[config.mk]
export PLATFORM = sky130hd
export DESIGN_NAME = sector_password_protection
export DESIGN_NICKNAME = d
export VERILOG_FILES = /design/src/hdl/lock_bit_array.v /design/src/hdl/volatile_lock_bank.v /design/src/hdl/sector_password_protection.v
export VERILOG_INCLUDE_DIRS = /design/src /design/src/hdl
export SDC_FILE = /design/constraint.sdc
export NUM_CORES = 2
export LEC_CHECK = 0
export ABC_CLOCK_PERIOD_IN_PS = 2700
export BUFFER_PORTS_ARGS = -buffer_cell sky130_fd_sc_hd__buf_2
export CORE_ASPECT_RATIO = 0.6
export CORE_UTILIZATION = 55
export CTS_CLUSTER_SIZE = 30
export DETAILED_ROUTE_END_ITERATION = 7
export GPL_TIMING_DRIVEN = 0
export PLACE_DENSITY_LB_ADDON = 0.15
export SYNTH_ARGS = -nofsm -noshare
export SYNTH_HDL_FRONTEND = slang
export SYNTH_SLANG_ARGS = --single-unit
[constraint.sdc]
create_clock -name ref_clk -period 2.7 [get_ports ref_clk]
set_input_delay 0 -clock ref_clk [delete_from_list [all_inputs] [get_ports ref_clk]]
set_output_delay 0 -clock ref_clk [all_outputs]
set_load 0.02 [all_outputs]
[src/hdl/sector_guard_consts.vh]
// Constants for the multi-level sector guard protection logic
// Functional notes
// - Protection mode register is 16 bits; only bits 2 and 1 act, rest reserved.
// - One volatile freeze bit guards all nonvolatile sector lock bits.
// - One nonvolatile lock bit per 128KB sector; locked until set back to 1.
// - One volatile lock bit set per 128KB sector, cleared on reset.
// - With 64KB sectors, lock bits still map to 128KB regions.
// - Password bit at 0 enables password mode forever; password never read or changed.
// - Plain bit at 0 allows lock changes without password; bit 2 stays 1.
// - Bits 2 and 1 are one-time programmable; at most one ever becomes 0.
// - In password mode, freeze bit goes 0 to 1 only with right password.
// - Wrong or missing password leaves freeze bit unchanged.
// - Nonvolatile lock bits are programmable and erasable in either mode, subject to freeze.
// - Delivered state: all sectors unlocked, mode bits at defaults.
// - Freeze at 1 allows lock program/erase; at 0 those commands are refused.
// - Freeze-bit read command returns the current freeze bit.
// - In password mode, freeze bit is forced to 0 on every reset.
// - Correct password unlock command sets the freeze bit to 1.
// - Freeze-bit write command clears the freeze bit to 0.
// - Nonvolatile lock bits program individually, erase only as a group.
// - Sector write-protect bit at 1 refuses program and erase in that sector.
// - Sector lock-down bit at 1 blocks writes to both volatile bits until reset.
// - Nonvolatile lock byte reads 00h protected, FFh unprotected.
`ifndef SECTOR_GUARD_CONSTS_VH
`define SECTOR_GUARD_CONSTS_VH
`define MODE_W 16
`define MODE_RESET 16'hffff
`define MODE_PW_BIT 2
`define MODE_PLAIN_BIT 1
`define FREEZE_W 8
`define FREEZE_BIT 0
`define PW_W 64
`define PW_RESET 64'hffffffffffffffff
`define SECT_W 8
`define NUM_SECT 256
`define ADDR_W 25
`define REGION_LSB 17
`define VLOCK_WP_BIT 0
`define VLOCK_LD_BIT 1
`define NVLOCK_LOCKED 8'h00
`define NVLOCK_OPEN 8'hff
`define CMD_W 4
`define CMD_NONE 4'h0
`define CMD_RD_MODE 4'h1
`define CMD_PG_MODE 4'h2
`define CMD_RD_FREEZE 4'h3
`define CMD_WR_FREEZE 4'h4
`define CMD_UNLOCK 4'h5
`define CMD_PG_PW 4'h6
`define CMD_RD_PW 4'h7
`define CMD_RD_NVLOCK 4'h8
`define CMD_PG_NVLOCK 4'h9
`define CMD_ER_NVLOCK 4'ha
`define CMD_RD_VLOCK 4'hb
`define CMD_WR_VLOCK 4'hc
`define CMD_CHK_ARRAY 4'hd
`endif

[src/hdl/lock_bit_array.v]
// Per-sector nonvolatile lock bit store with registered read port
`include "sector_guard_consts.vh"
module lock_bit_array (
    // Clock
    input wire ref_clk,
    // Access
    input wire [`SECT_W-1:0] addr,
    input wire prog_en,
    input wire erase_all,
    // Read data
    output reg locked_ff
);
    reg [`NUM_SECT-1:0] open_ff;

    // Program clears one bit, erase returns every bit to 1; contents survive reset
    always @(posedge ref_clk) begin
        if (erase_all) begin
            open_ff <= {`NUM_SECT{1'b1}};
        end else if (prog_en) begin
            open_ff[addr] <= 1'b0;
        end
        locked_ff <= ~open_ff[addr];
    end

    // Delivered unlocked: stands in for the erased factory state
    initial begin
        open_ff = {`NUM_SECT{1'b1}};
    end
endmodule

[src/hdl/volatile_lock_bank.v]
// Per-sector volatile write-protect and lock-down bits
`include "sector_guard_consts.vh"
module volatile_lock_bank (
    // Clock and reset
    input wire ref_clk,
    input wire rst,
    // Write port
    input wire [`SECT_W-1:0] addr,
    input wire wr_en,
    input wire [1:0] wr_data,
    // Status
    output wire [`NUM_SECT-1:0] wp_vec,
    output wire [`NUM_SECT-1:0] ld_vec
);
    genvar g;
    generate
        for (g = 0; g < `NUM_SECT; g = g + 1) begin : sect
            reg wp_ff;
            reg ld_ff;
            // Cleared on reset; frozen once lock-down is set
            always @(posedge ref_clk) begin
                if (rst) begin
                    wp_ff <= 1'b0;
                    ld_ff <= 1'b0;
                end else if (wr_en && addr == g && !ld_ff) begin
                    wp_ff <= wr_data[`VLOCK_WP_BIT];
                    ld_ff <= wr_data[`VLOCK_LD_BIT];
                end
            end
            assign wp_vec[g] = wp_ff;
            assign ld_vec[g] = ld_ff;
        end
    endgenerate
endmodule

[src/hdl/sector_password_protection.v]
// Mode register, password, freeze bit and sector lock decision logic
`include "sector_guard_consts.vh"
module sector_password_protection (
    // Clock and reset
    input wire ref_clk,
    input wire rst,
    // Decoded protection command
    input wire cmd_valid,
    input wire [`CMD_W-1:0] cmd_op,
    input wire [`ADDR_W-1:0] cmd_addr,
    input wire [`PW_W-1:0] cmd_data,
    // Response
    output reg rsp_valid_ff,
    output reg [`PW_W-1:0] rsp_data_ff,
    output reg rsp_refused_ff,
    // Array operation check result
    output reg array_ok_ff,
    // Freeze bit level
    output wire freeze_open
);
    reg [`MODE_W-1:0] mode_ff;
    reg [`PW_W-1:0] pw_ff;
    reg freeze_ff;
    reg [`MODE_W-1:0] nxt_mode;
    reg [`PW_W-1:0] nxt_pw;
    reg nxt_freeze;
    reg nxt_refused;
    reg pend_rd_ff;
    reg pend_chk_ff;
    reg [`SECT_W-1:0] pend_sect_ff;
    wire [`SECT_W-1:0] sect;
    wire pw_mode;
    wire plain_mode;
    wire nv_allowed;
    wire nv_prog;
    wire nv_erase;
    wire nv_locked;
    wire [`NUM_SECT-1:0] wp_vec;
    wire [`NUM_SECT-1:0] ld_vec;

    // Region index from address: 128KB granularity also for 64KB sector parts
    function [`SECT_W-1:0] region_of;
        input [`ADDR_W-1:0] a;
        begin
            region_of = a[`REGION_LSB +: `SECT_W];
        end
    endfunction

    assign sect = region_of(cmd_addr);
    assign pw_mode = ~mode_ff[`MODE_PW_BIT];
    assign plain_mode = ~mode_ff[`MODE_PLAIN_BIT];
    assign freeze_open = freeze_ff;
    // Lock bits change in either mode, only while freeze is open
    assign nv_allowed = freeze_ff;
    assign nv_prog = cmd_valid && cmd_op == `CMD_PG_NVLOCK && nv_allowed;
    assign nv_erase = cmd_valid && cmd_op == `CMD_ER_NVLOCK && nv_allowed;

    lock_bit_array u_nv (
        .ref_clk(ref_clk),
        .addr(sect),
        .prog_en(nv_prog),
        .erase_all(nv_erase),
        .locked_ff(nv_locked)
    );

    volatile_lock_bank u_vl (
        .ref_clk(ref_clk),
        .rst(rst),
        .addr(sect),
        .wr_en(cmd_valid && cmd_op == `CMD_WR_VLOCK),
        .wr_data(cmd_data[1:0]),
        .wp_vec(wp_vec),
        .ld_vec(ld_vec)
    );

    // Next state of the mode register, password and freeze bit
    always @* begin
        nxt_mode = mode_ff;
        nxt_pw = pw_ff;
        nxt_freeze = freeze_ff;
        nxt_refused = 1'b0;
        if (cmd_valid) begin
            case (cmd_op)
                `CMD_PG_MODE: begin
                    // OTP: bits only go to 0, one of the two at most
                    if (pw_mode || plain_mode) begin
                        nxt_refused = 1'b1;
                    end else if (!cmd_data[`MODE_PW_BIT]) begin
                        nxt_mode[`MODE_PW_BIT] = 1'b0;
                    end else if (!cmd_data[`MODE_PLAIN_BIT]) begin
                        nxt_mode[`MODE_PLAIN_BIT] = 1'b0;
                    end
                end
                `CMD_PG_PW: begin
                    if (pw_mode) begin
                        nxt_refused = 1'b1;
                    end else begin
                        nxt_pw = cmd_data;
                    end
                end
                `CMD_WR_FREEZE: begin
                    nxt_freeze = 1'b0;
                end
                `CMD_UNLOCK: begin
                    // Full compare; without password mode freeze reopens freely
                    if (!pw_mode || cmd_data == pw_ff) begin
                        nxt_freeze = 1'b1;
                    end else begin
                        nxt_refused = 1'b1;
                    end
                end
                `CMD_PG_NVLOCK, `CMD_ER_NVLOCK: begin
                    nxt_refused = !nv_allowed;
                end
                `CMD_WR_VLOCK: begin
                    nxt_refused = ld_vec[sect];
                end
                default: begin
                    nxt_refused = 1'b0;
                end
            endcase
        end
    end

    // Nonvolatile mode and password survive reset; freeze reloads on reset
    always @(posedge ref_clk) begin
        mode_ff <= nxt_mode;
        pw_ff <= nxt_pw;
        if (rst) begin
            freeze_ff <= ~pw_mode;
        end else begin
            freeze_ff <= nxt_freeze;
        end
    end

    // Delivered state of the nonvolatile fields
    initial begin
        mode_ff = `MODE_RESET;
        pw_ff = `PW_RESET;
    end

    // Response register; lock array reads complete one cycle later
    always @(posedge ref_clk) begin
        if (rst) begin
            rsp_valid_ff <= 1'b0;
            rsp_data_ff <= {`PW_W{1'b0}};
            rsp_refused_ff <= 1'b0;
            array_ok_ff <= 1'b0;
            pend_rd_ff <= 1'b0;
            pend_chk_ff <= 1'b0;
            pend_sect_ff <= {`SECT_W{1'b0}};
        end else begin
            pend_rd_ff <= cmd_valid && cmd_op == `CMD_RD_NVLOCK;
            pend_chk_ff <= cmd_valid && cmd_op == `CMD_CHK_ARRAY;
            pend_sect_ff <= sect;
            rsp_valid_ff <= 1'b0;
            rsp_refused_ff <= 1'b0;
            array_ok_ff <= 1'b0;
            if (pend_rd_ff) begin
                rsp_valid_ff <= 1'b1;
                rsp_data_ff <= {56'h0, nv_locked ? `NVLOCK_LOCKED : `NVLOCK_OPEN};
            end else if (pend_chk_ff) begin
                rsp_valid_ff <= 1'b1;
                array_ok_ff <= !nv_locked && !wp_vec[pend_sect_ff];
                rsp_data_ff <= {`PW_W{1'b0}};
            end else if (cmd_valid && cmd_op != `CMD_RD_NVLOCK
                         && cmd_op != `CMD_CHK_ARRAY && cmd_op != `CMD_NONE) begin
                rsp_valid_ff <= 1'b1;
                rsp_refused_ff <= nxt_refused;
                case (cmd_op)
                    `CMD_RD_MODE: rsp_data_ff <= {48'h0, mode_ff};
                    `CMD_RD_FREEZE: rsp_data_ff <= {63'h0, freeze_ff};
                    `CMD_RD_PW: rsp_data_ff <= pw_mode ? {`PW_W{1'b1}} : pw_ff;
                    `CMD_RD_VLOCK: rsp_data_ff <= {62'h0, ld_vec[sect], wp_vec[sect]};
                    default: rsp_data_ff <= {`PW_W{1'b0}};
                endcase
            end
        end
    end
endmodule

# Word level (Yosys, flattened, before mapping)
# Index checks and enable logic that the tools add are counted.
# word_totals
in_bits	96
wordCells	1621
reg_bits	847
output_inout_bits	68
# op_classes
order_cmp	3
reduce_logical	794
n_bitwise	6
n_mux	23
n_eq_ne	272
# ops
op	n
$eq 8x8->1 const B	128
$logic_and 1x1->1	524
$eq 8x7->1 const B	64
$logic_not 1->1	259
$and 256x256->256	1
$eq 8x6->1 const B	32
$not 256->256	1
$pmux 64 s4	1
$eq 8x5->1 const B	16
$eq 64x64->1 const B	1
$eq 8x4->1 const B	8
$bmux 1 s8	4
$eq 8x3->1 const B	4
$mux 8	4
$eq 4x4->1 const B	6
$lt 8x9->1 const B	2
$eq 4x3->1 const B	4
$eq 8x2->1 const B	2
$mux 1	11
$demux 1 s8	1
$eq 4x2->1 const B	2
$eq 8x1->1 const B	1
$ge 8x1->1 const B	1
$logic_not 8->1	1
other kinds (13)	20

# Depth between registers and ports, before layout
# logic_depth
word_depth	7
ltp_mapped	13
mapped_depth_nobuf	7

# By module
# Synthesis repeated with hierarchy kept, for this count alone.
# unflattened
cells_unflattened	4276
area_unflattened_um2	43365.3
# modules_own_cells
mod	cells_each	seq_area_each_um2	instances	area_each_um2
volatile_lock_bank	2624	10249.8	1	25403.1
lock_bit_array	1032	5144.9	1	10488.8
sector_password_protection	620	370.4	1	7473.4

# Least setup slack after synthesis
# Ideal clock, no wire load.
# synth_path
path_kind	register to register
startpoint	register pend_sect_ff[0]
endpoint	register array_ok_ff
t_arrival_ps	2567
required_ps	2614
setup_ps	86
stages_incl_launch_ff	11
path_slack_ps	47
n_path_buf	3
synth_period_minus_slack_ps	2653
cell_sequence	dfxtp_1 buf_2 buf_4 buf_2 mux4_2 mux4_2 mux2i_1 nand2_1 o21ai_0 o21ai_1 a211oi_1
# synth_via
elab_chain_len	4
# synth_lines
item	line	source
start, declared	sector_password_protection.v:30	reg [`SECT_W-1:0] pend_sect_ff;
start signal, assigned	sector_password_protection.v:151	pend_sect_ff <= {`SECT_W{1'b0}};
start signal, assigned	sector_password_protection.v:155	pend_sect_ff <= sect;
$bmux 1 s8	sector_password_protection.v:164	array_ok_ff <= !nv_locked && !wp_vec[pend_sect_ff];
$mux 1 (implied by the code)	sector_password_protection.v:164	
$logic_not 1->1	sector_password_protection.v:164	
$logic_and 1x1->1	sector_password_protection.v:164	
end signal, assigned	sector_password_protection.v:164	
end, declared	sector_password_protection.v:17	output reg array_ok_ff,
# No other way between the ends. The select of a mux whose other input is x is not followed.
# A chain may end at the register's enable or synchronous reset.

# Worst setup path in the final report
# layout_path
startpoint	register pend_sect_ff[4]
endpoint	register array_ok_ff
# Same word-level chain as after synthesis.

==> results.json <==
{
  "ctsRootBufferMaster": "clkbuf_16",
  "stdcell_area_um2": 41290,
  "maxSlewHeadroom_pct": -13.12,
  "ys.flop_type": "dfxtp_1",
  "cp.required_ns": 3.27,
  "peakVddDrop_v": 0.0005495,
  "core-area_um2": 64500,
  "worst_setup_path_start_kind": "flip-flop",
  "p_sw_share_pct": 27.56,
  "postSynthAreaPerCell_um2": 9.048,
  "synth_nets": 4063,
  "p_int_uw": 19930,
  "hpwl_um": 122200,
  "syn_area_um2": 35890,
  "tightest_slew_ns": 1.697,
  "status": "complete, but fails checks",
  "antenna_found_initial": 18,
  "start_util_pct": 55.64,
  "hold_viol_final": 0,
  "drt_iter0_drc": 7840,
  "drc": 39,
  "dp_worst_setup_slack_ns": -3.258,
  "fin_crit_sh_pct": 112.8,
  "setup.worst_path.end_class": "flip-flop",
  "dr.pass1.iters": 8,
  "cts.sinks": 787,
  "pwr-share-comb_pct": 12.9,
  "critical_path_class": "flip-flop to flip-flop",
  "synthCells": 3967,
  "synth-edff-count": 1,
  "cts_tree": "built",
  "grt_max_degree": 58,
  "yosysUniqueCellTypes": 55,
  "nFillCells": 5331,
  "hp-class": "primary input to flip-flop",
  "max_freq_mhz": 328.4,
  "nets": 4271,
  "ant_nets": 0,
  "clk_latency_ns": 0.67,
  "die_w_um": 331.8,
  "cpMaxStageDelayCell": "dfxtp_1",
  "rsz0062_at_grt": "true",
  "place_area_um2": 37390,
  "place_congestion": 1.121,
  "p_per_area_nw_per_um2": 666.4,
  "num_io_pins": 164,
  "p_clk_share_pct": 39.7,
  "path_max_fanout": 11,
  "fp.dieH_um": 199.9,
  "setup_ws_ns": -0.3447,
  "power_leakage_uw": 0.01554,
  "setup_tns_ns": -9.869,
  "htree_num_levels": 3,
  "min_period_ns": 3.045,
  "ys_seq_elements": 787,
  "vias": 37220,
  "cts-buffers-inserted": 74,
  "drv_slew": 68,
  "cp_data_arrival_time_ns": 3.61,
  "place.port_buffers": 78,
  "clock_path_buffers": 3,
  "layout-drive-gt1-share_pct": 18.18,
  "worstPathCellList": "clkbuf_4 -> mux4_2 -> mux2_2 -> a21oi_2 -> o31ai_2 -> a211oi_2",
  "pwr-share-seq_pct": 47.3,
  "async_flop_share_pct": 0,
  "grtUsageTotal_pct": 54.29,
  "syn_to_final_growth_pct": 15.05,
  "cap_viol_max_count": 8,
  "yosysSeqAreaShare_pct": 43.92,
  "drt-vias-per-instance": 7.291,
  "p_switching_uw": 7584,
  "path_clk_slew_ns": 0.06,
  "wl_per_cell_um": 35.96,
  "slowest_delay_ns": 0.88,
  "yosysWarnings": 0,
  "final-setup-viol-count": 146,
  "grt_pass1_vias": 32160,
  "wl_um": 183600,
  "dieArea_um2": 66320,
  "placementRows": 72,
  "skew_ns": 0.02307,
  "violations": "design-rule violations, max-capacitance violations, max-slew violations, negative setup slack",
  "overflow": 0,
  "grt_pass1_wl_um": 249900
}
-- cells in the final DEF (no fill, tap or decap), types with 7 or more instances in the layout --
master	Yosys	final
dfxtp_1	786	783
nor2_1	569	542
a21oi_1	527	525
nor3_1	522	520
nand2_1	335	325
mux4_2	268	268
o21ai_0	252	250
clkbuf_1	275	230
buf_4	72	111
buf_2	35	86
clkbuf_16	0	78
mux2i_1	81	75
nand3_1	42	37
clkbuf_2	0	35
a22oi_1	28	27
diode_2	0	25
nor2b_1	27	25
clkbuf_4	0	19
buf_6	5	18
nor2_2	0	16
dlygate4sd3_1	0	14
buf_12	0	13
clkbuf_8	0	13
nand4_1	13	13
clkinv_2	0	13
nand2b_1	12	12
o21ai_1	11	12
nor2_4	0	11
nand2_2	0	10
buf_8	0	9
or3_1	9	8
mux2_2	9	8
buf_1	22	7
nor3_4	0	7
a211oi_1	8	7
-- worst paths after layout --
path         slack, ns  depth (start not counted)                            from                        endpoint
max              -0.34                          6      pend_sect_ff[4]$_SDFF_PP0_          array_ok_ff$_SDFF_PP0_
min               0.04                          5                       cmd_op[3]     rsp_data_ff[0]$_SDFFE_PP0P_
max reg2reg      -0.34                          6      pend_sect_ff[4]$_SDFF_PP0_          array_ok_ff$_SDFF_PP0_
min reg2reg       0.46                          2  u_nv.open_ff[215]$_SDFFE_PP1P_  u_nv.open_ff[215]$_SDFFE_PP1P_
-- metrics by stage --
| stage | utilization (%) | hold slack [ns] | instances | total power [µW] |
|---|---|---|---|---|
| floorplan | - | 0.1722 | 3967 | 15140 |
| global placement | 57.90 | 0.3439 | 4896 | 16260 |
| detailed placement | 57.96 | 0.3408 | 4897 | 16360 |
| CTS | 63.59 | 0.01694 | 5076 | 27080 |
| global route | 63.93 | 0.09673 | 5083 | 28030 |
| finish | 64.02 | 0.03827 | 5105 | 27520 |
-- cell families after synthesis --
kind of cell / after synthesis / share of synthesized area [%]
flops: 787 / 43.92
buf+inv: 412 / 5.288
simple gates: 1555 / 18.99
mux: 358 / 19.36
compound gates: 855 / 12.44
-- registers in the layout, indices dropped and copies added, names as in the netlist, 4 cells and up --
name,flops
rsp_data_ff,4
u_nv.open_ff,256
u_vl.sect.ld_ff,256
u_vl.sect.wp_ff,256
pend_sect_ff,8
-- metal layers --
metal | GRT usage (%) | vias up | wire (µm)
met2 | 66.29 | 3980 | 65520
met5 | 6.667 | - | 496
met1 | 69.34 | 17780 | 67210
met3 | 34.76 | 835 | 38050
met4 | 32.80 | 17 | 12280
li1 | - | 14610 | -
-- power groups by stage --
| stage | Combinational [µW] | Sequential (µW) | Clock [µW] |
|---|---|---|---|
| detailed placement | 3130 | 13200 | 0 |
| finish | 3550 | 13000 | 10900 |
| floorplan | 2040 | 13100 | 0 |
| CTS | 3310 | 13000 | 10800 |
| global route | 3640 | 13100 | 11300 |
| global placement | 3050 | 13200 | 0 |
-- what timing repair did --
item                       CTS  global route
resized for setup          227            78
hold endpoints to repair    10             0
pin swaps                   15             5
hold buffers                14             0
setup endpoints to repair  680           398
setup buffers               36             6
gates cloned                 1             0
-- worst max-delay path: cells and delay by family (launching register included) --
kind	cells	cell delay, ns
compound gates	3	0.68
buf+inv	1	0.63
flops	1	0.88
mux	2	0.72
-- area by class of cell --
type | count | area, µm² | share of cell area [%]
buffer | 405 | 2424 | 5.869
multi-input combinational | 2768 | 18550 | 44.91
timing repair buffer | 136 | 972.2 | 2.354
clock inverter | 27 | 297.8 | 0.7212
clock buffer | 103 | 2146 | 5.197
tap | 851 | 1065 | 2.579
sequential | 787 | 15770 | 38.19
inverter | 3 | 11.26 | 0.02727
antenna | 25 | 62.56 | 0.1515
-- synthesized netlist by cell type (8+ instances only) --
library cell	count	area, µm²
nor2_1	569	2136
buf_1	22	82.58
nand2_1	335	1257
clkbuf_1	275	1032
mux2i_1	81	810.8
nand3_1	42	210.2
nor3_1	522	2613
nor2b_1	27	168.9
buf_4	72	540.5
dfxtp_1	786	15740
a21oi_1	527	2638
a22oi_1	28	210.2
a211oi_1	8	60.06
nand4_1	13	81.33
o21ai_1	11	55.05
mux4_2	268	6036
nand2b_1	12	75.07
mux2_2	9	101.4
buf_2	35	175.2
o21ai_0	252	1261
or3_1	9	56.30
Note: power is estimated with default switching activity, not from simulation.
